[config.mk]
export PLATFORM = sky130hd
export DESIGN_NAME = mss_sequencer
export DESIGN_NICKNAME = d
export VERILOG_FILES = /design/src/hdl/mss_pkg.sv /design/src/hdl/mss_sequencer.sv /design/src/hdl/mss_tick.sv
export VERILOG_INCLUDE_DIRS = /design/src /design/src/hdl
export SDC_FILE = /design/constraint.sdc
export NUM_CORES = 1
export LEC_CHECK = 0
export BUFFER_PORTS_ARGS = -buffer_cell sky130_fd_sc_hd__buf_2
export CORE_ASPECT_RATIO = 1.1
export CORE_UTILIZATION = 30
export CTS_CLUSTER_SIZE = 12
export DETAILED_ROUTE_END_ITERATION = 10
export MAX_ROUTING_LAYER = met4
export SYNTH_ARGS = -nofsm -noshare
export SYNTH_HDL_FRONTEND = slang
export SYNTH_SLANG_ARGS = --single-unit
[constraint.sdc]
create_clock -name clk -period 3.2 [get_ports clk]
set_input_delay 0.64 -clock clk [delete_from_list [all_inputs] [get_ports clk]]
set_output_delay 0.64 -clock clk [all_outputs]
set_load 0.05 [all_outputs]
[src/hdl/mss_map.svh]
// register offsets, field positions, reset values and timing counts of the sequencer
`ifndef MSS_MAP_SVH
`define MSS_MAP_SVH
`define MSS_REG_CTRL 8'h00
`define MSS_REG_STATUS 8'h04
`define MSS_REG_STEP 8'h08
`define MSS_REG_SAVED 8'h0C
`define MSS_REG_LIVE 8'h10
`define MSS_CTRL_SERIAL_REQ 0
`define MSS_SYNC_IDLE 2'b10
`define MSS_STEP_RESET 16'h03E8
`define MSS_STEP_MAX 16'h1387
`define MSS_LED_HALF_MS 16'h0064
`define MSS_CLK_PERIOD_NS 10
`define MSS_TICK_NS 1000000
`define MSS_TICK_CYCLES (`MSS_TICK_NS / `MSS_CLK_PERIOD_NS)
`define MSS_RESP_OKAY 2'b00
`define MSS_RESP_SLVERR 2'b10
`endif

[src/hdl/mss_pkg.sv]
// types shared by the soft shutdown sequencer
package mss_pkg;
    typedef enum logic [2:0] {
        MSS_ST_OFF = 3'b000,
        MSS_ST_ON = 3'b001,
        MSS_ST_DEREG = 3'b010,
        MSS_ST_SAVE = 3'b011,
        MSS_ST_READY_DROP = 3'b100,
        MSS_ST_RAIL_OFF = 3'b101,
        MSS_ST_COLD = 3'b110
    } mss_state_e;

    typedef struct packed {
        logic awvalid;
        logic [7:0] awaddr;
        logic wvalid;
        logic [31:0] wdata;
        logic [3:0] wstrb;
        logic bready;
        logic arvalid;
        logic [7:0] araddr;
        logic rready;
    } mss_axil_req_s;

    typedef struct packed {
        logic awready;
        logic wready;
        logic bvalid;
        logic [1:0] bresp;
        logic arready;
        logic rvalid;
        logic [31:0] rdata;
        logic [1:0] rresp;
    } mss_axil_rsp_s;

    typedef struct packed {
        logic dcd_n;
        logic dsr_n;
        logic radio_power_en;
        logic battery_led_n;
        logic cold_start;
    } mss_pins_s;
endpackage

[src/hdl/mss_sequencer.sv]
// soft shutdown sequencer for a data modem, with an AXI4-Lite register slave
// Operation
// [RQ1] host withdraws power request, or sends serial shutdown then withdraws request
// [RQ2] shutdown starts when synchronised power request is seen low
// [RQ3] deregister, drop carrier detect, save configuration, then drop ready
// [RQ4] host keeps supply up to ten seconds, typically two, after withdrawal
// [RQ5] after deregistration the internal radio power enable is withdrawn
// [RQ6] battery indicator blinks fast during shutdown steps, stops when done
// [RQ7] saved settings survive; idle with request withdrawn is a stable state
// [RQ8] host may assert cold reset after shutdown, only to reboot
// [RQ9] cold reset flushes saved settings and gives a cold start on release
// [RQ10] cold reset, ready, carrier detect and indicator are active low
// [RQ11] modem turns on when power request is asserted
//
// Local design decisions: the AXI4-Lite register port and the placing of the registers.
`timescale 1ns/10ps
`include "mss_map.svh"
module mss_sequencer #(
    parameter int TICK_CYCLES = `MSS_TICK_CYCLES
) (
    input wire logic clk,
    input wire logic arst_n,
    input wire logic host_power_request,
    input wire logic host_cold_reset_n,
    input wire mss_pkg::mss_axil_req_s axil_req,
    output mss_pkg::mss_axil_rsp_s axil_rsp,
    output mss_pkg::mss_pins_s pins
);
    import mss_pkg::*;

    ////////////////////////////////////////////////////////////////////////////////
    // pin synchronisers
    logic [1:0] sync_a;
    logic [1:0] sync_b;
    logic [1:0] pin_raw;
    logic request_s;
    logic cold_n_s;
    assign pin_raw = {host_cold_reset_n, host_power_request};
    // flops reset to each pin's idle level, so no false cold reset follows reset
    localparam logic [1:0] SYNC_IDLE = `MSS_SYNC_IDLE;
    genvar gi;
    generate
        for (gi = 0; gi < 2; gi++)
        begin : g_sync
            // first stage feeds only the second stage
            always_ff @(posedge clk or negedge arst_n)
            begin
                if (!arst_n)
                begin
                    sync_a[gi] <= SYNC_IDLE[gi];
                    sync_b[gi] <= SYNC_IDLE[gi];
                end
                else
                begin
                    sync_a[gi] <= pin_raw[gi];
                    sync_b[gi] <= sync_a[gi];
                end
            end
        end
    endgenerate
    assign request_s = sync_b[0];
    assign cold_n_s = sync_b[1]; // RQ10

    ////////////////////////////////////////////////////////////////////////////////
    // millisecond enable
    logic ms_tick;
    mss_tick #(
        .DIV(TICK_CYCLES)
    ) u_tick (
        .clk(clk),
        .arst_n(arst_n),
        .tick(ms_tick)
    );

    ////////////////////////////////////////////////////////////////////////////////
    // registers and sequencer state
    mss_state_e state;
    logic [15:0] step_ms;
    logic [31:0] next_step;
    logic [15:0] step_cnt;
    logic [15:0] led_cnt;
    logic [31:0] live_cfg;
    logic [31:0] saved_cfg;
    logic saved_valid;
    logic serial_req;
    logic step_done;
    logic in_shutdown;
    logic cold_seen;
    assign step_done = ms_tick && (step_cnt >= step_ms);
    assign in_shutdown = (state == MSS_ST_DEREG) || (state == MSS_ST_SAVE);

    // write side of the bus: address and data latched independently
    logic aw_held;
    logic w_held;
    logic [7:0] aw_addr;
    logic [31:0] w_data;
    logic [3:0] w_strb;
    logic wr_fire;
    assign wr_fire = aw_held && w_held && !axil_rsp.bvalid;

    function automatic logic [31:0] merge(input logic [31:0] old, input logic [31:0] nw,
                                          input logic [3:0] strb);
        logic [31:0] r;
        r = old;
        for (int b = 0; b < 4; b++)
        begin
            if (strb[b])
            begin
                r[8*b +: 8] = nw[8*b +: 8];
            end
        end
        return r;
    endfunction

    function automatic logic is_mapped(input logic [7:0] a);
        return (a == `MSS_REG_CTRL) || (a == `MSS_REG_STATUS) || (a == `MSS_REG_STEP)
            || (a == `MSS_REG_SAVED) || (a == `MSS_REG_LIVE);
    endfunction

    // write address and data channels
    always_ff @(posedge clk or negedge arst_n)
    begin
        if (!arst_n)
        begin
            aw_held <= 1'b0;
            w_held <= 1'b0;
            aw_addr <= 8'h00;
            w_data <= 32'h0000_0000;
            w_strb <= 4'h0;
            axil_rsp.awready <= 1'b0;
            axil_rsp.wready <= 1'b0;
        end
        else
        begin
            axil_rsp.awready <= !aw_held && !(axil_req.awvalid && axil_rsp.awready);
            axil_rsp.wready <= !w_held && !(axil_req.wvalid && axil_rsp.wready);
            if (axil_req.awvalid && axil_rsp.awready)
            begin
                aw_held <= 1'b1;
                aw_addr <= axil_req.awaddr;
            end
            else if (wr_fire)
            begin
                aw_held <= 1'b0;
            end
            if (axil_req.wvalid && axil_rsp.wready)
            begin
                w_held <= 1'b1;
                w_data <= axil_req.wdata;
                w_strb <= axil_req.wstrb;
            end
            else if (wr_fire)
            begin
                w_held <= 1'b0;
            end
        end
    end

    // write response
    always_ff @(posedge clk or negedge arst_n)
    begin
        if (!arst_n)
        begin
            axil_rsp.bvalid <= 1'b0;
            axil_rsp.bresp <= `MSS_RESP_OKAY;
        end
        else if (wr_fire)
        begin
            axil_rsp.bvalid <= 1'b1;
            axil_rsp.bresp <= is_mapped(aw_addr) ? `MSS_RESP_OKAY : `MSS_RESP_SLVERR;
        end
        else if (axil_req.bready)
        begin
            axil_rsp.bvalid <= 1'b0;
        end
    end

    // software-written settings; step time is clamped so two steps stay within ten seconds
    assign next_step = merge({16'h0000, step_ms}, w_data, w_strb);
    always_ff @(posedge clk or negedge arst_n)
    begin
        if (!arst_n)
        begin
            step_ms <= `MSS_STEP_RESET;
            live_cfg <= 32'h0000_0000;
        end
        else if (wr_fire && aw_addr == `MSS_REG_STEP)
        begin
            step_ms <= (next_step > 32'(`MSS_STEP_MAX))
                ? `MSS_STEP_MAX : next_step[15:0]; // RQ4
        end
        else if (wr_fire && aw_addr == `MSS_REG_LIVE)
        begin
            live_cfg <= merge(live_cfg, w_data, w_strb);
        end
    end

    // serial shutdown request: only a flag, the pin must still fall
    always_ff @(posedge clk or negedge arst_n)
    begin
        if (!arst_n)
        begin
            serial_req <= 1'b0;
        end
        else if (state == MSS_ST_DEREG)
        begin
            serial_req <= 1'b0; // RQ1
        end
        else if (wr_fire && aw_addr == `MSS_REG_CTRL && w_strb[0])
        begin
            serial_req <= w_data[`MSS_CTRL_SERIAL_REQ];
        end
    end

    // read channel, one read under way at a time
    always_ff @(posedge clk or negedge arst_n)
    begin
        if (!arst_n)
        begin
            axil_rsp.arready <= 1'b0;
            axil_rsp.rvalid <= 1'b0;
            axil_rsp.rdata <= 32'h0000_0000;
            axil_rsp.rresp <= `MSS_RESP_OKAY;
        end
        else if (axil_req.arvalid && axil_rsp.arready)
        begin
            axil_rsp.arready <= 1'b0;
            axil_rsp.rvalid <= 1'b1;
            axil_rsp.rresp <= is_mapped(axil_req.araddr) ? `MSS_RESP_OKAY : `MSS_RESP_SLVERR;
            unique case (axil_req.araddr)
                `MSS_REG_CTRL: axil_rsp.rdata <= {31'h0000_0000, serial_req};
                `MSS_REG_STATUS: axil_rsp.rdata <= {24'h00_0000, saved_valid, pins.dcd_n,
                    pins.dsr_n, pins.radio_power_en, request_s, state};
                `MSS_REG_STEP: axil_rsp.rdata <= {16'h0000, step_ms};
                `MSS_REG_SAVED: axil_rsp.rdata <= saved_cfg;
                `MSS_REG_LIVE: axil_rsp.rdata <= live_cfg;
                default: axil_rsp.rdata <= 32'h0000_0000;
            endcase
        end
        else if (axil_rsp.rvalid)
        begin
            if (axil_req.rready)
            begin
                axil_rsp.rvalid <= 1'b0;
            end
        end
        else
        begin
            axil_rsp.arready <= 1'b1;
        end
    end

    ////////////////////////////////////////////////////////////////////////////////
    // power sequence; cold reset overrides every state
    always_ff @(posedge clk or negedge arst_n)
    begin
        if (!arst_n)
        begin
            state <= MSS_ST_OFF;
        end
        else if (!cold_n_s)
        begin
            state <= MSS_ST_COLD; // RQ9
        end
        else
        begin
            unique case (state)
                MSS_ST_OFF: if (request_s) state <= MSS_ST_ON; // RQ11 RQ7
                MSS_ST_ON: if (!request_s) state <= MSS_ST_DEREG; // RQ2
                MSS_ST_DEREG: if (step_done) state <= MSS_ST_SAVE; // RQ3
                MSS_ST_SAVE: if (step_done) state <= MSS_ST_READY_DROP; // RQ3
                MSS_ST_READY_DROP: state <= MSS_ST_RAIL_OFF;
                MSS_ST_RAIL_OFF: state <= MSS_ST_OFF; // RQ5
                MSS_ST_COLD: state <= MSS_ST_OFF;
                default: state <= MSS_ST_OFF;
            endcase
        end
    end

    // step timer restarts at each state change
    always_ff @(posedge clk or negedge arst_n)
    begin
        if (!arst_n)
        begin
            step_cnt <= 16'h0000;
        end
        else if (!in_shutdown || step_done)
        begin
            step_cnt <= 16'h0000;
        end
        else if (ms_tick)
        begin
            step_cnt <= step_cnt + 16'h0001;
        end
    end

    // saved settings: written during the save step, flushed by cold reset
    always_ff @(posedge clk or negedge arst_n)
    begin
        if (!arst_n)
        begin
            saved_cfg <= 32'h0000_0000;
            saved_valid <= 1'b0;
        end
        else if (state == MSS_ST_COLD)
        begin
            saved_cfg <= 32'h0000_0000; // RQ9
            saved_valid <= 1'b0;
        end
        else if (state == MSS_ST_SAVE && step_done)
        begin
            saved_cfg <= live_cfg; // RQ3 RQ7
            saved_valid <= 1'b1;
        end
    end

    // modem status pins, all active low except the rail enable
    always_ff @(posedge clk or negedge arst_n)
    begin
        if (!arst_n)
        begin
            pins.dcd_n <= 1'b1;
            pins.dsr_n <= 1'b1;
            pins.radio_power_en <= 1'b0;
        end
        else
        begin
            pins.radio_power_en <= (state == MSS_ST_ON) || in_shutdown
                || (state == MSS_ST_READY_DROP); // RQ5
            pins.dcd_n <= (state != MSS_ST_ON); // RQ3 RQ10
            pins.dsr_n <= !((state == MSS_ST_ON) || in_shutdown); // RQ3 RQ10
        end
    end

    // indicator blinks only while shutdown steps run
    always_ff @(posedge clk or negedge arst_n)
    begin
        if (!arst_n)
        begin
            led_cnt <= 16'h0000;
            pins.battery_led_n <= 1'b1;
        end
        else if (!in_shutdown)
        begin
            led_cnt <= 16'h0000;
            pins.battery_led_n <= 1'b1; // RQ6 RQ10
        end
        else if (ms_tick)
        begin
            if (led_cnt >= `MSS_LED_HALF_MS - 16'h0001)
            begin
                led_cnt <= 16'h0000;
                pins.battery_led_n <= !pins.battery_led_n; // RQ6
            end
            else
            begin
                led_cnt <= led_cnt + 16'h0001;
            end
        end
    end

    // one-cycle cold start pulse when the cold reset line is released
    always_ff @(posedge clk or negedge arst_n)
    begin
        if (!arst_n)
        begin
            cold_seen <= 1'b0;
            pins.cold_start <= 1'b0;
        end
        else
        begin
            cold_seen <= (state == MSS_ST_COLD) && !cold_n_s;
            pins.cold_start <= cold_seen && cold_n_s; // RQ9
        end
    end
endmodule // mss_sequencer

[src/hdl/mss_tick.sv]
// divider that gives a one-cycle enable pulse every DIV clocks
`timescale 1ns/10ps
module mss_tick #(
    parameter int DIV = 100000
) (
    input wire logic clk,
    input wire logic arst_n,
    output logic tick
);
    logic [31:0] count;

    // free-running count; the pulse is one cycle wide
    always_ff @(posedge clk or negedge arst_n)
    begin
        if (!arst_n)
        begin
            count <= 32'h0000_0000;
            tick <= 1'b0;
        end
        else if (count >= 32'(DIV - 1))
        begin
            count <= 32'h0000_0000;
            tick <= 1'b1;
        end
        else
        begin
            count <= count + 32'h0000_0001;
            tick <= 1'b0;
        end
    end
endmodule // mss_tick
==> results.md <==
Yosys:
- The Yosys step of the flow raised 0 warnings.
- The most used flip-flop cell after synthesis is dfrtp_1.
- dfrtp_1 is the most common cell in the netlist.
- The total standard cell area after synthesis is 10880 um^2.
- The part of the Yosys area used for sequential elements is 56.49%.
- The share of flip-flops with an asynchronous set or reset after synthesis is 100.0%.
- Averaged over all synthesized cells, the footprint is 11.44 um^2.
- The number of enable flip-flop cells after synthesis is 0.
- By area the synthesized netlist is led by dfrtp_1 54%, mux2_2 6.2%, nand2_1 3.6%.
- The netlist uses 68 different library cells.
- In the synthesized netlist, the cells that appear most often are 234 x dfrtp_1, 104 x nand2_1, 64 x inv_1, 60 x mux2_2, 50 x nor2_1.
- The register bit count reported by yosys is 245.
- Summed over all instances, the cell type with the most area after synthesis is dfrtp_1.
- Summed over its instances, the top area cell type makes up 53.84% of the synthesized netlist area.
- The number of standard cells after synthesis is around 950.

Finish:
- The utilization of the core after routing is 36.36%.
- The share of final-layout standard cells stronger than drive strength 1 is between 20% and 30%.
- The growth of design area from synthesis to finish is 18.35%.
- After filler insertion, the fill cell instance count of the layout stands at 3477.
- Leaving out filler cells and counting taps, the final layout contains 1575.
- The net count of the finished layout is 1156.

Status:
- The run finished with clean final reports.

Power:
- Per report_power, the clock group accounts for 32.3% of the total.
- The switching power share of the total is between 30% and 40%.
- The largest voltage drop on the vdd net is 392.5 uV.
- The analysis attributes to net switching a power of between 2 and 3 mW.
- The part of the power in combinational logic is 21.9%.
- The areal power density over the cells is 695.8 nW/um^2.
- For this design the static power due to leakage is 5.618 nW.
- Registers are responsible for between 40% and 50% of the overall power.
- The internal power component is 6.056 mW.

Routing:
- After detailed routing, the total wire length is 24420 um.
- The number of routed nets with antenna violations is 0.
- The routed via count divided by cell count is slightly below 5.
- The post-detailed-route wirelength per cell is 15.50 um.
- For this block, the initial DRC count from the detailed router was 367.
- Before antenna repair, the detailed router went through 5 iterations.
- The DRC violation count after routing is 0.
- The routed via count is 7593.

Die:
- The number of top-level pins is approximately 110.
- The die height is about 200 um.
- The core area is 35400 um^2.
- Measured along the x axis, the die boundary spans 183.5 um.
- The floorplan step defined a die boundary enclosing around 37000 um^2.
- The number of core rows is 72.
- The initial core utilization is 30.72%.

GRT:
- Across every metal layer, demand over resource in global routing totals 13.93%.
- Summed over all layers, the global routing overflow is 0.
- The number of global-route vias before repair came to 7836.
- The peak-usage layer in the global routing report is met2.
- The met2 track demand over resource in global routing is 23.67%.
- The first global-routing pass estimated 40620 um of wire.
- The number of antenna violations at the first check in global routing came to 2.
- Entering global routing, the biggest net connects 72 pins.
- The met3 layer usage reported by global route is 2.389%.
- In the global route stage, met1 resource usage came out at between 10% and 20%.

Timing:
- The final max-slew violation count was 0.
- The hold violation total from the final report is 0.
- Setup repair after global routing left no endpoint under its margin.
- The transition time at the pin with the least slew margin is 1142 ps.
- Headroom to the max-slew limit came out at a little under a quarter.
- The setup clock skew after layout is 20.23 ps.
- The total of endpoints with negative setup slack in the final report is 0.
- The ratio of final minimum period to clock period is between 80% and 90%.
- For the final routed database, the setup TNS stands at 0 ps.
- The shortest period the worst path allows is roughly 2700 ps.
- For this run, the top clock speed supported by timing is 0.3697 GHz.

Run:
- The number of maximum-capacitance constraint violations is 0.

Placed design:
- Routability-driven placement finished with a final weighted congestion of 0.8149.
- The quantity of I/O buffers inserted on ports is 104.
- The half-perimeter wire length after detailed placement is 17450 um.
- The number of placed instances, taps included is 1529.

Clock network:
- The number of hold buffers added after CTS was 0.
- In this run the number of H-tree levels came out at 1.
- Buffers added to address setup during post-CTS repair amount to 0.
- For the worst-skew pair, the clock arrives at the later sink with an insertion delay of 530 ps.
- TritonCTS built the clock tree.
- The clock net in this run drives a total of 245 sinks.
- The tree is rooted in a clkbuf_16.
- Gates resized during post-CTS repair numbered 0.
- TritonCTS created 26 clock buffers.
- The clock passes through at most 3 buffers.
- After clock tree synthesis, the clock-pin slew on the worst setup and hold paths is 60 ps.

Worst setup path:
- Of all nets on the critical path, the largest fanout is 14.
- Across all register-to-register paths, the minimum setup slack is 500 ps.
- The element type at the critical path start is a flop.
- The critical path data required time is about 3600 ps.
- Together, buffers and inverters on the worst path number 1.
- The slowest library cell on the worst path is a21oi_1.
- The critical path goes through inv_1, ha_1, and4_1, nor3b_1, a32oi_1, a21oi_1, o221ai_1.
- The type of element capturing the critical path is a flop.
- At the worst endpoint, the arrival time is roughly 3100 ps.
- The peak per-stage delay on the critical path is 910 ps.
- The gate family responsible for the most delay along the worst path is compound AO/OA/AOI/OAI gates.
- The critical path is of the reg2reg type.

Worst hold path:
- The min-delay analysis places its worst path in the category in2async.
-- cells in the final DEF (no fill, tap or decap), types with 11 or more instances in the layout --
cell type / count
a21oi_1: 22
a222oi_1: 13
a22oi_1: 16
buf_2: 103
buf_4: 13
clkbuf_16: 27
conb_1: 17
dfrtp_1: 234
dfstp_2: 11
ha_1: 19
inv_1: 64
mux2_1: 13
mux2_2: 60
mux2i_1: 38
nand2_1: 103
nand3_1: 17
nand4_1: 14
nor2_1: 50
nor3_1: 21
nor4_1: 17
o21ai_0: 32
o21ai_1: 16
xor2_1: 22
-- kinds of logic (layout without fill, tap and decap cells) --
family	count (synthesis)	in the layout	share of synthesized area, %
XOR/XNOR	31	31	2.496
AO/OA/AOI/OAI	163	163	10.74
multiplexers	111	111	11.05
flip-flops	245	245	56.49
other	1	19	0.03448
buffers and inverters	106	231	4.061
adder cells (fa/ha/maj)	19	19	2.186
AND/OR/NAND/NOR	275	275	12.93
-- sequential cells by signal (all words and copies together) (netlist names) --
signal,count
axil_rsp,39
live_cfg,32
saved_cfg,32
u_tick.count,32
w_data,32
led_cnt,16
step_cnt,16
step_ms,16
aw_addr,8
pins,5
w_strb,4
state,3
sync_a,2
aw_held,1
cold_n_s,1
cold_seen,1
request_s,1
saved_valid,1
serial_req,1
u_tick.tick,1
w_held,1
-- layer usage --
| metal | up-vias | wire length [um] |
|---|---|---|
| li1 | 3628 | - |
| met4 | 0 | 379 |
| met1 | 3781 | 10690 |
| met2 | 155 | 12140 |
| met3 | 29 | 1207 |
| met5 | - | 0 |
-- worst reg2reg max path: cells and delay by family, from the launching register on --
family          cells  cell delay, ps
flops               1             540
simple gates        2             410
buf+inv             1              60
fa+ha+maj           1             290
compound gates      3            1250
-- worst paths after layout --
check | start | to | depth (start not counted)
hold reg to reg | sync_a[0] | request_s | 0
hold / removal | arst_n | w_data[23] | 1
setup reg to reg | step_ms[6] | state[1] | 7
max in group asynchronous | arst_n | pins[1] | 2
min in group clk | host_cold_reset_n | sync_a[1] | 1
setup / recovery | step_ms[6] | state[1] | 7
-- metrics by stage --
stage | area, um^2 | hold WS (ps) | worst slack, ps | total power, mW
after floorplan | 10940 | 331.2 | 767.7 | 5.465
after CTS | 12870 | 94.46 | 458.7 | 9.071
after global placement | 12060 | 333.9 | 496.6 | 6.097
after detailed placement | 12060 | 345.5 | 473.3 | 6.139
after global routing | 12870 | 117.4 | 242.4 | 9.453
final | 12870 | 86.34 | 495.2 | 8.957
-- power by group through the flow --
stage | Sequential, mW | Combinational, mW | Clock (mW)
after floorplan | 4.09 | 1.37 | 0
after global placement | 4.14 | 1.96 | 0
after detailed placement | 4.15 | 1.99 | 0
after CTS | 4.10 | 1.99 | 2.98
after global routing | 4.17 | 2.18 | 3.10
final | 4.10 | 1.96 | 2.89
-- cell type report --
type,instances,area [um^2],share of cell area [%]
timing repair buffer,121,708.2,5.502
clock inverter,6,55.05,0.4277
inverter,66,247.7,1.925
sequential,245,6145,47.74
multi-input combinational,616,4353,33.82
tap,481,601.8,4.675
clock buffer,38,757.0,5.881
antenna,2,5.005,0.03888
Power figures use the tool's default switching activity.
